==> src/masc_defines.vh <==
// Constants for the multichannel sequence control block.
// Included by the design files; holds definitions only.
`ifndef MASC_DEFINES_VH
`define MASC_DEFINES_VH

`define MASC_NUM_CH 6
`define MASC_CH_W 3
`define MASC_RES_W 14
`define MASC_SLOT_LEN 5'h10
`define MASC_SLOT_W 5
`define MASC_SEL_W 3
`define MASC_SEL_ONE 3'h0
`define MASC_SEL_ALL 3'h5
`define MASC_LAST_CH 3'h5
`define MASC_FIFO_W 17
`define MASC_FIFO_D 16
`define MASC_FIFO_AW 4
`define MASC_MSB_POS 13
`define MASC_SYNC_W 5
`define MASC_SYNC_TRIG 4
`define MASC_SYNC_SEL_HI 3
`define MASC_SYNC_SEL_LO 1
`define MASC_SYNC_POL 0

`endif

==> src/masc_fifo.v <==
// Result FIFO: flip-flop storage, valid/ready on both sides.
// Assumes one clock and an asynchronous active-low reset.
`timescale 1ns/1ns
`default_nettype none
`include "masc_defines.vh"

module masc_fifo #(
    parameter WIDTH = `MASC_FIFO_W,
    parameter DEPTH = `MASC_FIFO_D,
    parameter AW = `MASC_FIFO_AW
) (
    input wire clk_i, // Clock
    input wire rstn_i, // Async reset, active low
    input wire in_valid_i, // Write request
    output wire in_ready_o, // Not full
    input wire [WIDTH-1:0] in_data_i, // Write data
    output wire out_valid_o, // Not empty
    input wire out_ready_i, // Read accept
    output wire [WIDTH-1:0] out_data_o // Head word
);
    reg [WIDTH-1:0] mem_reg [0:DEPTH-1];
    reg [AW-1:0] wr_ptr_reg;
    reg [AW-1:0] rd_ptr_reg;
    reg [AW:0] count_reg;
    wire do_wr;
    wire do_rd;
    integer i;

    assign in_ready_o = (count_reg != DEPTH[AW:0]);
    assign out_valid_o = (count_reg != {(AW+1){1'b0}});
    assign do_wr = in_valid_i && in_ready_o;
    assign do_rd = out_valid_o && out_ready_i;
    assign out_data_o = mem_reg[rd_ptr_reg];

    always @(posedge clk_i or negedge rstn_i) begin
        if (!rstn_i) begin
            wr_ptr_reg <= {AW{1'b0}};
            rd_ptr_reg <= {AW{1'b0}};
            count_reg <= {(AW+1){1'b0}};
            for (i = 0; i < DEPTH; i = i + 1) begin
                mem_reg[i] <= {WIDTH{1'b0}};
            end
        end else begin
            if (do_wr) begin
                mem_reg[wr_ptr_reg] <= in_data_i;
                wr_ptr_reg <= wr_ptr_reg + 1'b1;
            end
            if (do_rd) begin
                rd_ptr_reg <= rd_ptr_reg + 1'b1;
            end
            if (do_wr && !do_rd) begin
                count_reg <= count_reg + 1'b1;
            end else if (do_rd && !do_wr) begin
                count_reg <= count_reg - 1'b1;
            end
        end
    end
endmodule // masc_fifo

`default_nettype wire

==> src/masc_seq_ctrl.v <==
// Conversion sequencer and serial result output for a six-pair
// simultaneous-sampling converter. Assumes clk_i is the serial clock
// domain; trigger and selects come from pins and are synchronised.
`timescale 1ns/1ns
`default_nettype none
`include "masc_defines.vh"

// What this block does
// Select code zero converts only pair 0 after each acquisition.
// Each select increment adds the next pair; codes five to seven convert all six.
// A frame is one common acquisition then the selected pairs in ascending order.
// The host holds the channel-count select through a conversion and the next one.
// A stored result stays until that same channel is converted again.
// While converting a set, the previous results of those positions shift out.
// All twelve inputs of the six pairs are sampled at one instant.
// Polarity low means unipolar range, high means bipolar symmetric range.
// The host holds the polarity select through a conversion and the next one.
// After a polarity change the host waits a full acquisition before triggering.
// The reader inverts the MSB of the first frame after a polarity change.
// Results are two's complement in bipolar mode, straight binary in unipolar.
// A rising trigger edge holds all inputs and starts a frame.
// The host gives sixteen serial clocks per selected channel, ninety-six at most.
// Each result is fourteen bits MSB first, one bit per clock in a 16-clock slot.
// Selects are sampled at frame start and used unchanged for the whole frame.
module masc_seq_ctrl (
    input wire clk_i, // Serial clock, 10 MHz
    input wire rstn_i, // Async reset, active low
    input wire conversion_trigger_i, // Frame start, rising edge
    input wire count_select_msb_i, // Channel count select bit 2
    input wire count_select_mid_i, // Channel count select bit 1
    input wire count_select_lsb_i, // Channel count select bit 0
    input wire polarity_select_i, // 1 = bipolar
    input wire [`MASC_NUM_CH*`MASC_RES_W-1:0] input_pair_n_i, // Quantised offset-binary codes
    output reg serial_data_o, // Serial result bit
    output reg busy_o, // Frame in progress
    output reg [`MASC_CH_W-1:0] slot_channel_o, // Channel being shifted
    output reg [`MASC_RES_W-1:0] word_o, // Word converted last
    output reg word_valid_o // Word pulse
);
    localparam ST_IDLE = 2'h0;
    localparam ST_ACQ = 2'h1;
    localparam ST_CONVERSION_TRIGGER = 2'h2;

    // Last-channel index for a select code
    function [`MASC_CH_W-1:0] last_of;
        input [`MASC_SEL_W-1:0] sel;
        begin
            if (sel >= `MASC_SEL_ALL)
                last_of = `MASC_LAST_CH;
            else
                last_of = sel;
        end
    endfunction

    // Result coding: flip the MSB of offset binary for two's complement
    function [`MASC_RES_W-1:0] code_of;
        input [`MASC_RES_W-1:0] raw;
        input polarity_select;
        begin
            code_of = raw;
            if (polarity_select)
                code_of[`MASC_MSB_POS] = ~raw[`MASC_MSB_POS];
        end
    endfunction

    reg [`MASC_SYNC_W-1:0] sync1_reg;
    reg [`MASC_SYNC_W-1:0] sync2_reg;
    reg trig_d_reg;
    reg [1:0] state_reg;
    reg [`MASC_CH_W-1:0] last_ch_reg;
    reg bip_reg;
    reg [`MASC_CH_W-1:0] ch_reg;
    reg [`MASC_SLOT_W-1:0] bit_reg;
    reg [`MASC_NUM_CH*`MASC_RES_W-1:0] hold_reg;
    reg [`MASC_RES_W-1:0] result_reg [0:`MASC_NUM_CH-1];
    reg [`MASC_RES_W:0] shift_reg;

    wire [`MASC_SEL_W-1:0] sel_sync;
    wire trig_rise;
    wire slot_end;
    wire [`MASC_RES_W-1:0] hold_word;
    wire fifo_in_ready;
    wire fifo_out_valid;
    wire [`MASC_FIFO_W-1:0] fifo_out_data;
    wire fifo_pop;
    wire [`MASC_FIFO_W-1:0] fifo_in_data;

    assign sel_sync = sync2_reg[`MASC_SYNC_SEL_HI:`MASC_SYNC_SEL_LO];
    assign trig_rise = sync2_reg[`MASC_SYNC_TRIG] && !trig_d_reg;
    assign slot_end = (bit_reg == (`MASC_SLOT_LEN - 5'h1));
    assign hold_word = hold_reg[ch_reg*`MASC_RES_W +: `MASC_RES_W];
    assign fifo_in_data = {ch_reg, code_of(hold_word, bip_reg)};
    assign fifo_pop = fifo_out_valid;

    // Converted words queue here before landing in the result store
    masc_fifo #(
        .WIDTH(`MASC_FIFO_W),
        .DEPTH(`MASC_FIFO_D),
        .AW(`MASC_FIFO_AW)
    ) u_fifo (
        .clk_i(clk_i),
        .rstn_i(rstn_i),
        .in_valid_i(state_reg == ST_CONVERSION_TRIGGER && slot_end),
        .in_ready_o(fifo_in_ready),
        .in_data_i(fifo_in_data),
        .out_valid_o(fifo_out_valid),
        .out_ready_i(fifo_pop),
        .out_data_o(fifo_out_data)
    );

    // Two-flop synchronisers for the pin inputs
    always @(posedge clk_i or negedge rstn_i) begin
        if (!rstn_i) begin
            sync1_reg <= {`MASC_SYNC_W{1'b0}};
            sync2_reg <= {`MASC_SYNC_W{1'b0}};
            trig_d_reg <= 1'b0;
        end else begin
            sync1_reg <= {conversion_trigger_i, count_select_msb_i, count_select_mid_i,
                          count_select_lsb_i, polarity_select_i};
            sync2_reg <= sync1_reg;
            trig_d_reg <= sync2_reg[`MASC_SYNC_TRIG];
        end
    end

    genvar g;
    generate
        for (g = 0; g < `MASC_NUM_CH; g = g + 1) begin : g_store
            always @(posedge clk_i or negedge rstn_i) begin
                if (!rstn_i) begin
                    result_reg[g] <= {`MASC_RES_W{1'b0}};
                end else if (fifo_pop && fifo_out_data[`MASC_FIFO_W-1 -: `MASC_CH_W] == g) begin
                    result_reg[g] <= fifo_out_data[`MASC_RES_W-1:0];
                end
            end
        end
    endgenerate

    always @(posedge clk_i or negedge rstn_i) begin
        if (!rstn_i) begin
            state_reg <= ST_IDLE;
            last_ch_reg <= `MASC_SEL_ONE;
            bip_reg <= 1'b0;
            ch_reg <= {`MASC_CH_W{1'b0}};
            bit_reg <= {`MASC_SLOT_W{1'b0}};
            hold_reg <= {(`MASC_NUM_CH*`MASC_RES_W){1'b0}};
            shift_reg <= {(`MASC_RES_W+1){1'b0}};
            serial_data_o <= 1'b0;
            busy_o <= 1'b0;
            slot_channel_o <= {`MASC_CH_W{1'b0}};
            word_o <= {`MASC_RES_W{1'b0}};
            word_valid_o <= 1'b0;
        end else begin
            word_valid_o <= 1'b0;
            case (state_reg)
                ST_IDLE: begin
                    serial_data_o <= 1'b0;
                    // Edges during a frame are ignored by design
                    if (trig_rise) begin
                        hold_reg <= input_pair_n_i;
                        last_ch_reg <= last_of(sel_sync);
                        bip_reg <= sync2_reg[`MASC_SYNC_POL];
                        state_reg <= ST_ACQ;
                        busy_o <= 1'b1;
                    end
                end
                ST_ACQ: begin
                    ch_reg <= {`MASC_CH_W{1'b0}};
                    bit_reg <= {`MASC_SLOT_W{1'b0}};
                    shift_reg <= {result_reg[0], 1'b0};
                    slot_channel_o <= {`MASC_CH_W{1'b0}};
                    state_reg <= ST_CONVERSION_TRIGGER;
                end
                ST_CONVERSION_TRIGGER: begin
                    // MSB first, zeros after bit 0 fill the slot
                    serial_data_o <= shift_reg[`MASC_RES_W];
                    shift_reg <= {shift_reg[`MASC_RES_W-1:0], 1'b0};
                    bit_reg <= bit_reg + 5'h1;
                    if (slot_end) begin
                        word_o <= code_of(hold_word, bip_reg);
                        word_valid_o <= fifo_in_ready;
                        bit_reg <= {`MASC_SLOT_W{1'b0}};
                        if (ch_reg == last_ch_reg) begin
                            state_reg <= ST_IDLE;
                            busy_o <= 1'b0;
                        end else begin
                            ch_reg <= ch_reg + 3'h1;
                            slot_channel_o <= ch_reg + 3'h1;
                            shift_reg <= {result_reg[ch_reg + 3'h1], 1'b0};
                        end
                    end
                end
                default: begin
                    state_reg <= ST_IDLE;
                end
            endcase
        end
    end
endmodule // masc_seq_ctrl

`default_nettype wire

==> config.mk <==
export PLATFORM = sky130hd
export DESIGN_NAME = masc_seq_ctrl
export DESIGN_NICKNAME = d
export VERILOG_FILES = /design/src/masc_fifo.v /design/src/masc_seq_ctrl.v
export VERILOG_INCLUDE_DIRS = /design/src
export SDC_FILE = /design/constraint.sdc
export NUM_CORES = 1
export LEC_CHECK = 0
export ABC_AREA = 1
export BUFFER_PORTS_ARGS = -buffer_cell sky130_fd_sc_hd__buf_2
export CAP_MARGIN = 15
export CORE_ASPECT_RATIO = 1.5
export CORE_MARGIN = 4
export CORE_UTILIZATION = 55
export DETAILED_ROUTE_END_ITERATION = 7
export PLACE_DENSITY_LB_ADDON = 0.25
export SYNTH_ARGS = -nofsm -noshare
export SYNTH_HDL_FRONTEND = slang
export SYNTH_SLANG_ARGS = --single-unit
==> constraint.sdc <==
create_clock -name clk_i -period 3.32 [get_ports clk_i]
set_input_delay 0.332 -clock clk_i [delete_from_list [all_inputs] [get_ports clk_i]]
set_output_delay 0.332 -clock clk_i [all_outputs]
set_load 0.03 [all_outputs]
==> After elaboration in Yosys (flattened, before gate mapping) <==
Cells that the tools add are included.
{ "classes": {"add_sub_neg": 6, "mul": 1, "n_lt_le_gt_ge": 5, "eq_ne": 14, "shifts": 1, "mux": 32, "n_bitwise": 4, "reduce_logical": 26} }
{ "ops": {"columns": ["cell", "count"], "rows": [
  ["$bwmux W272", 1],
  ["$shiftx A84 B8 Y14", 1],
  ["$bmux W17 S4", 1],
  ["$demux W17 S4", 1],
  ["$mux W17", 3],
  ["$bmux W14 S3", 1],
  ["$mux W15", 2],
  ["$pmux W15 S2", 1],
  ["$mux W14", 2],
  ["$mux W5", 3],
  ["$logic_and A1 B1 Y1", 12],
  ["$add A5 B1 Y5 const B", 2],
  ["$ge A5 B5 Y1 const B", 2],
  ["$not A4 Y5", 2],
  ["$pmux W5 S2", 1],
  ["$mux W3", 3],
  ["$add A4 B1 Y4 const B", 2],
  ["$eq A3 B2 Y1 const B", 2],
  ["$eq A3 B3 Y1 const B", 2],
  ["$mul A3 B3 Y6 const B", 1],
  ["$mux W1", 6],
  ["$mux W2", 3],
  ["$ne A2 B2 Y1 const B", 3],
  ["$pmux W2 S3", 1],
  ["24 further kinds", 31]
]} }
{ "totals": {"regBits": 510, "in_bits": 91, "wordCells": 128} }

==> Logic depth before layout (Yosys ltp) <==
Gate-level depths: netlist of the first run.
{ "depth": {"word_depth": 8, "mapped_depth": 18, "depth_no_buf": 17} }

==> By module <==
From an unflattened synthesis of the first run, not the netlist that was laid out.
{ "unflattened": {"hier_cells": 3450, "hier_area_um2": 26056.2} }
{ "modules_own_cells": {"columns": ["module", "instances", "cells_each", "area_per_inst_um2", "seq_area_each_um2"], "rows": [
  ["masc_fifo", 1, 2140, 15668.8, 7131.8],
  ["masc_seq_ctrl", 1, 1310, 10387.5, 5605.4]
]} }

==> Worst setup path after synthesis of the first run <==
OpenSTA, ideal clock, no wires.
{ "synth_path": {"kind": "reg-to-reg", "from": "register state_reg[0]", "to": "register u_fifo.count_reg[3]", "setup_time_ns": 0.080, "arrival_ns": 2.598, "slack_ns": 0.642, "path_stages_with_launch": 18, "n_path_buf": 1, "path_cell_list": "dfrtp_1 inv_1 ha_1 inv_1 nor2_2 inv_2 a21oi_4 buf_6 ha_1 inv_1 ha_1 nand2_1 inv_1 nand2_1 and2_1 or2_2 nand3_1 xnor2_1"} }
{ "synth_via": {"elab_chain_cells": 6} }
{ "synth_rtl": {"columns": ["item", "line_no", "source"], "rows": [
  ["start: declaration", "masc_seq_ctrl.v:69", "reg [1:0] state_reg;"],
  ["start signal: assignment", "masc_seq_ctrl.v:140", "state_reg <= ST_IDLE;"],
  ["start signal: assignment", "masc_seq_ctrl.v:162", "state_reg <= ST_ACQ;"],
  ["start signal: assignment", "masc_seq_ctrl.v:171", "state_reg <= ST_CONVERSION_TRIGGER;"],
  ["$eq A2 B2 Y1 *", "masc_seq_ctrl.v:103", ".in_valid_i(state_reg == ST_CONVERSION_TRIGGER && slot_end),"],
  ["$logic_and A1 B1 Y1 *", "masc_seq_ctrl.v:103", null],
  ["$logic_and A1 B1 Y1 *", "masc_fifo.v:31", "assign do_wr = in_valid_i && in_ready_o;"],
  ["net u_fifo.do_wr", "masc_fifo.v:25", "wire do_wr;"],
  ["$logic_not A1 Y1", "masc_fifo.v:53", "end else if (do_rd && !do_wr) begin"],
  ["$logic_and A1 B1 Y1", "masc_fifo.v:53", null],
  ["$reduce_bool A2 Y1 (no source line)", null, null],
  ["end signal: assignment", "masc_fifo.v:39", "count_reg <= {(AW+1){1'b0}};"],
  ["end signal: assignment", "masc_fifo.v:52", "count_reg <= count_reg + 1'b1;"],
  ["end signal: assignment", "masc_fifo.v:54", "count_reg <= count_reg - 1'b1;"],
  ["end: declaration", "masc_fifo.v:24", "reg [AW:0] count_reg;"]
]} }
Mark *: on every way through the listed nets, which the timed path passes. The rest lies on a longest branch.
A chain may end at the register's enable or synchronous reset.

==> Final worst setup path of the first run <==
{ "layout_path": {"from": "register u_fifo.rd_ptr_reg[0]", "to": "register result_reg[8] in the netlist's numbering"} }
{ "layout_via": {"elab_chain_cells": 6} }
{ "layout_rtl": {"columns": ["item", "line_no", "source"], "rows": [
  ["start: declaration", "masc_fifo.v:23", "reg [AW-1:0] rd_ptr_reg;"],
  ["start signal: assignment", "masc_fifo.v:38", "rd_ptr_reg <= {AW{1'b0}};"],
  ["start signal: assignment", "masc_fifo.v:49", "rd_ptr_reg <= rd_ptr_reg + 1'b1;"],
  ["$not A4 Y5 (not written as such) *", "masc_fifo.v:33", "assign out_data_o = mem_reg[rd_ptr_reg];"],
  ["$bmux W17 S4 *", "masc_fifo.v:33", null],
  ["$mux W17 (not written as such) * (2 in series)", "masc_fifo.v:33", null],
  ["$eq A3 B3 Y1", "masc_seq_ctrl.v:131", "end else if (fifo_pop && fifo_out_data[`MASC_FIFO_W-1 -: `MASC_CH_W] == g) begin"],
  ["$logic_and A1 B1 Y1", "masc_seq_ctrl.v:131", null],
  ["end signal: indexed assignment", "masc_seq_ctrl.v:130", "result_reg[g] <= {`MASC_RES_W{1'b0}};"],
  ["end signal: indexed assignment", "masc_seq_ctrl.v:132", "result_reg[g] <= fifo_out_data[`MASC_RES_W-1:0];"],
  ["end: declaration", "masc_seq_ctrl.v:75", "reg [`MASC_RES_W-1:0] result_reg [0:`MASC_NUM_CH-1];"]
]} }
Mark *: on every way between the ends. The rest lies on a longest branch, timed or not. The select of a mux whose other input is x is not followed.

==> results of run 1 <==
-- how the worst min path moves through the flow --
stage	start	slack (ns)	endpoint
6_report	sync1_reg[0]	0.35	sync2_reg[0]
3_3_place_gp	sync1_reg[3]	0.33	sync2_reg[3]
4_1_cts	sync1_reg[3]	0.35	sync2_reg[3]
2_1_floorplan	rstn_i	0.04	bip_reg
3_5_place_dp	sync1_reg[3]	0.34	sync2_reg[3]
5_1_grt	sync1_reg[2]	0.36	sync2_reg[2]
-- power by group through the flow --
stage | sequential [mW] | clock [mW] | combinational, mW
2_1_floorplan | 7.20 | 0 | 1.57
3_3_place_gp | 7.27 | 0 | 2.38
3_5_place_dp | 7.29 | 0 | 2.45
4_1_cts | 7.19 | 5.73 | 2.55
5_1_grt | 7.27 | 5.96 | 2.88
6_report | 7.20 | 5.65 | 2.58
-- per-stage QoR --
step | std cells | total power, mW | setup slack (ns) | util, %
after detailed placement | 3381 | 9.74 | 0.445 | 57.6
after global routing | 3555 | 16.1 | 0.202 | 63.6
after floorplan | 2858 | 8.76 | 0.642 | -
after CTS | 3555 | 15.5 | 0.434 | 63.6
final | 3555 | 15.4 | 0.411 | 63.6
after global placement | 3381 | 9.65 | 0.497 | 57.6
-- worst max-delay path: cells and delay by family, from the launching register on --
family | cells | cell delay [ns]
buf+inv | 2 | 0.54
flops | 1 | 0.60
simple gates | 10 | 1.62
-- cell usage after synthesis (11+ instances only) --
cell type | number | area, um2
o21ai_0 | 307 | 1540
buf_2 | 79 | 395
nand2_1 | 930 | 3490
o211a_1 | 13 | 130
ha_1 | 15 | 188
inv_2 | 11 | 41.3
nor2_1 | 251 | 942
o21ai_1 | 149 | 746
nand2_2 | 16 | 100
o22ai_1 | 16 | 100
clkbuf_2 | 11 | 55.1
buf_4 | 22 | 165
clkbuf_1 | 80 | 300
inv_1 | 84 | 315
o211ai_1 | 52 | 390
a22oi_1 | 14 | 105
or2_2 | 11 | 68.8
a21oi_1 | 70 | 350
dfrtp_1 | 509 | 12700
nand3_1 | 144 | 721
-- what timing repair did --
action                    4_1_cts  5_1_grt
gates resized for setup         0        0
hold endpoints to repair      168        0
hold buffers                   90        0
-- cell type report --
cell class | instances | area, um2 | share of cell area [%]
clock inverters | 10 | 129 | 0.480
well taps | 564 | 706 | 2.63
inverters | 99 | 377 | 1.40
clock buffers | 74 | 1480 | 5.52
flip-flops and latches | 509 | 12700 | 47.4
multi-input cells | 2046 | 9450 | 35.2
repair buffers | 253 | 1970 | 7.34
-- placed cells by master (no fill, tap or decap), drive strengths merged, types with 52 or more instances in the layout --
cell	n
dlygate4sd3	90
buf	163
inv	98
nand3	152
dfrtp	509
o211ai	52
o21ai	456
clkbuf	74
nor2	262
a21oi	79
nand2	946
-- metal layers --
layer  vias to the layer above  GRT usage [%]
met5                         -              0
met1                      9979           37.5
met4                         0           14.5
met3                       193           3.61
met2                       828           50.9
li1                       9464              -
-- cell families (layout without fill, tap and decap cells) --
logic type / after synthesis / count (layout) / synth area share [%]
AOI/OAI and AO/OA: 633 / 633 / 14.7
adders and majority gates: 15 / 15 / 0.796
DFF: 509 / 509 / 54.1
xor gates and xnor gates: 16 / 16 / 0.627
buffers and inverters: 303 / 436 / 5.87
and+or+nand+nor: 1381 / 1381 / 23.9
muxes: 1 / 1 / 0.0425
==> flow_summary.ini, run 1 <==
[drt]
wl_um = 68300
drc = 0
wl_per_cell_um = 19.2
dr.max_layer_used = met4
met3_wl_post_dr_um = 4210
routedLengthMet1_um = 26900
dr_total_vias = 20500
count_of_tritonroute_iterations_in_the_first_routing_pass = 6
postRouteAntennaNets = 0
routed-wl-met2_um = 33800
drt-vias-per-instance = 5.76
detail_route.iter0.violations = 2337

[finish]
antenna_cells = 0
share_of_layout_cells_above_drive_strength_1_pct = 10.3
post-route-cell-area_um2 = 26900
layout.nets = 3064
fillers = 3504
flip_flop_count_of_the_largest_register_all_copies_and_words_added = 272
syn_to_final_growth_pct = 14.0

[worst_setup_path]
critPathLaunchType = flop
critical_path.max_fanout = 45
startpoint = u_fifo.rd_ptr_reg[0]
r2r_slack_ns = 0.41
worstPathArrival_ns = 3.36
worst_path_largest_cell_delay_ns = 0.60
path_class = reg -> reg
crit_required_ns = 3.77
crit_top_cell = nand2_1
regToRegEndpoint = result_reg[8]
crit_end = result_reg[8]
rr_startpoint = u_fifo.rd_ptr_reg[0]
worst_path_cell_trace = buf_4, nand2_1, nand2_1, nand2_1, nand3_1, nand3_1, nand2_2, inv_2, nor2_4, nand2_1, nand2_1, nand2_1
ff2ff_path_depth = 12
sort_of_element_at_the_end_of_the_critical_path = flop
slowest_stage = dfrtp_4

[status]
run_status = complete, no violations

[power]
sw_frac_of_total_pct = 28.9
power.share.combinational_pct = 16.7
cellLeakagePower_nw = 12.9
internal_power_mw = 11.0
portion_of_total_power_attributed_to_the_clock_network_pct = 36.6
power_density_nw_per_um2 = 575
power.switching_mw = 4.46
power_frac_seq_pct = 46.7
vdd_ir_drop_max_mv = 0.472

[timing]
hold_slack_ns = 0.349
max_freq_mhz = 344
setup_viol = 0
worst_slew_pin_slew_ns = 1.02
timing.final.hold_violations = 0
max_slew_margin_pct = 31.7
setup_total_negative_slack_ns = 0
post-route-min-period_ns = 2.91
slew_violations = 0
worst_clock_skew_ns = 0.0259
layout_worst_path_cycle_share_pct = 87.6
unrepaired_setup_endpoints_after_global_routing = no

[clock_tree]
root_buffer = clkbuf_16
numClockSinks = 509
htree_num_levels = 2
clk-insertion-delay-late_ns = 0.58
post_cts_setup_repair_buffer_count = 0
clockBufferDepth = 3
clkSlewWorstSetupHoldPaths_ns = 0.07
cts_inserted_buffers = 49
cts_tree = done

[synthesis]
synthesis.instances = 2858
syn-cell-area_um2 = 23600
synth.distinct_cells = 42
synth-main-ff-cell = dfrtp_1
synth_edf_count = 0
syn-mean-instance-area_um2 = 8.24
syn_nets = 2964
yosys_warnings = 0
synthArstFlopShare_pct = 100
synth.yosys.seq_area_share_pct = 54.1
yosys_reg_bits = 509

[global_route]
grt_util_overall_pct = 29.7
antenna_violations_before_repair = 0
vias_in_the_first_global_route = 20600
grt_overflow_total = 0
wire_length_of_the_first_global_routing_pass_um = 110000
grt_start_max_net_pins = 89

[place]
dpl.hpwl_um = 41700
dpl_cell_area_um2 = 24300
buffer_ports.inserted = 110
gp_congestion = 0.879

[floorplanning]
die_y_um = 262
design.core.area_um2 = 42200
boundaryPins = 111
die_area_um2 = 46300
initial_core_util_pct = 55.8
num_rows = 92
die_span_x_um = 177

[flow_run]
max-cap-violations = 0

[worst_hold_path]
holdCritPathClass = reg -> reg
worst_hold_path.num_cells = 0
Power figures use the tool's default switching activity.
==> inputs of run 2 (changes only) <==
Settings changed: CORE_MARGIN 4 to 2.
==> flow_summary.ini, run 2 (synthesis results as in run 1) <==
[power]
post-layout-total-power_mw = 15.5
sw_frac_of_total_pct = 29.0
internal_power_mw = 11.0
power.share.combinational_pct = 16.7
vdd_ir_drop_max_mv = 0.541
power_density_nw_per_um2 = 576
power.switching_mw = 4.48
portion_of_total_power_attributed_to_the_clock_network_pct = 36.8
power_frac_seq_pct = 46.5
cellLeakagePower_nw = 12.9

[place]
gp_congestion = 0.877
dpl.hpwl_um = 42100
dpl_cell_area_um2 = 24300
buffer_ports.inserted = 110
dp_cells = 3381

[global_route]
vias_in_the_first_global_route = 20100
antenna_violations_before_repair = 0
grt_overflow_total = 0
grt_start_max_net_pins = 92
grt_util_overall_pct = 30.9
wire_length_of_the_first_global_routing_pass_um = 110000

[clock_tree]
cts_tree = done
number_of_buffers_inserted_for_hold_repair_after_clock_tree_synthesis = 90
post_cts_setup_repair_buffer_count = 0
htree_num_levels = 2
root_buffer = clkbuf_16
clk-insertion-delay-late_ns = 0.57
numClockSinks = 509
clkSlewWorstSetupHoldPaths_ns = 0.06
cts_resized = 0
clockBufferDepth = 3
cts_inserted_buffers = 47

[floorplanning]
die_span_x_um = 173
die_y_um = 258
boundaryPins = 111
initial_core_util_pct = 55.9
num_rows = 92
design.core.area_um2 = 42100
die_area_um2 = 44500

[timing]
max_freq_mhz = 359
setup_total_negative_slack_ns = 0
worst_clock_skew_ns = 0.0166
unrepaired_setup_endpoints_after_global_routing = no
setup_viol = 0
max_slew_margin_pct = 24.3
worst_slew_pin_slew_ns = 1.14
slew_violations = 0
post-route-min-period_ns = 2.79
timing.final.hold_violations = 0
layout_worst_path_cycle_share_pct = 84.0

[worst_setup_path]
rr_startpoint = state_reg[0]
ff2ff_path_depth = 11
cpLargestDelayFamily = simple AND/OR/NAND/NOR gates
critical_path.max_fanout = 34
r2r_slack_ns = 0.53
critPathLaunchType = flop
crit_end = u_fifo.mem_reg[116]
worst_path_largest_cell_delay_ns = 0.54
number_of_buffer_and_inverter_instances_along_the_worst_setup_path = 5
startpoint = state_reg[0]
crit_top_cell = inv_1
critical_path_depth = 11
sort_of_element_at_the_end_of_the_critical_path = flop
worstPathArrival_ns = 3.25
worst_path_cell_trace = inv_1, ha_1, inv_1, nor2_2, inv_2, a21oi_4, buf_4, inv_4, nor2_8, nand2_2, o21ai_0
regToRegEndpoint = u_fifo.mem_reg[116]
path_class = reg -> reg
crit_required_ns = 3.78
slowest_stage = nand2_2

[finish]
layout_commonest_cell = nand2_1
share_of_layout_cells_above_drive_strength_1_pct = 10.5
antenna_cells = 0
post-route-cell-area_um2 = 26800
layoutNonFillerInstCount = 3557
layout.nets = 3062
flip_flop_count_of_the_largest_register_all_copies_and_words_added = 272
syn_to_final_growth_pct = 13.9
mostFrequentLayoutCells = nand2_1, dfrtp_1, o21ai_0, nor2_1, o21ai_1

[flow_run]
max-cap-violations = 0

[drt]
postRouteAntennaNets = 0
dr_total_vias = 20500
drt-vias-per-instance = 5.75
wl_per_cell_um = 19.3
detail_route.iter0.violations = 2123
count_of_tritonroute_iterations_in_the_first_routing_pass = 6
drc = 0
wl_um = 68600

[status]
run_status = complete, no violations

[worst_hold_path]
holdCritPathClass = in -> async
==> run 2: cell count changes in the layout (fill, tap and decap cells not counted), sizes merged <==
cell	before	now
bufinv	3	4
clkinvlp	0	1
inv	98	97
clkbuf	74	72
clkinv	8	11
==> run 2: worst min-delay path by stage <==
stage / start / endpoint
after floorplan: rstn_i / bip_reg
after CTS: sync1_reg[1] / sync2_reg[1]
after detailed placement: sync1_reg[3] / sync2_reg[3]
after global routing: sync1_reg[0] / sync2_reg[0]
final: rstn_i / u_fifo.mem_reg[132]
after global placement: sync1_reg[0] / sync2_reg[0]
==> run 2: power groups by stage <==
stage	clock [mW]	sequential (mW)	combinational, mW
floorplan	0	7.20	1.57
global placement	0	7.25	2.36
detailed placement	0	7.28	2.43
CTS	5.75	7.17	2.54
global route	6.01	7.25	2.87
finish	5.69	7.19	2.58
==> run 2: area by class of cell <==
| type | instances | area [um2] |
|---|---|---|
| Clock buffer | 72 | 1450 |
| Clock inverter | 14 | 176 |
| Fill cell | 3530 | 15300 |
| Inverter | 99 | 377 |
| Multi-Input combinational cell | 2046 | 9450 |
| Sequential cell | 509 | 12700 |
| Tap cell | 564 | 706 |
| Timing Repair Buffer | 253 | 1930 |
==> run 2: per-layer routing <==
metal	global-route usage, %	part of all wire (%)
met2	52.1	49
met1	39.0	39
met3	3.93	6.3
met5	0	0
met4	16.5	5.4
==> run 2: stage by stage <==
stage / hold slack, ns / worst slack (ns) / util, %
after floorplan: 0.0364 / 0.642 / -
after global placement: 0.333 / 0.655 / 57.7
after detailed placement: 0.342 / 0.589 / 57.7
after CTS: 0.351 / 0.572 / 63.7
after global routing: 0.368 / 0.335 / 63.7
final: 0.342 / 0.531 / 63.7
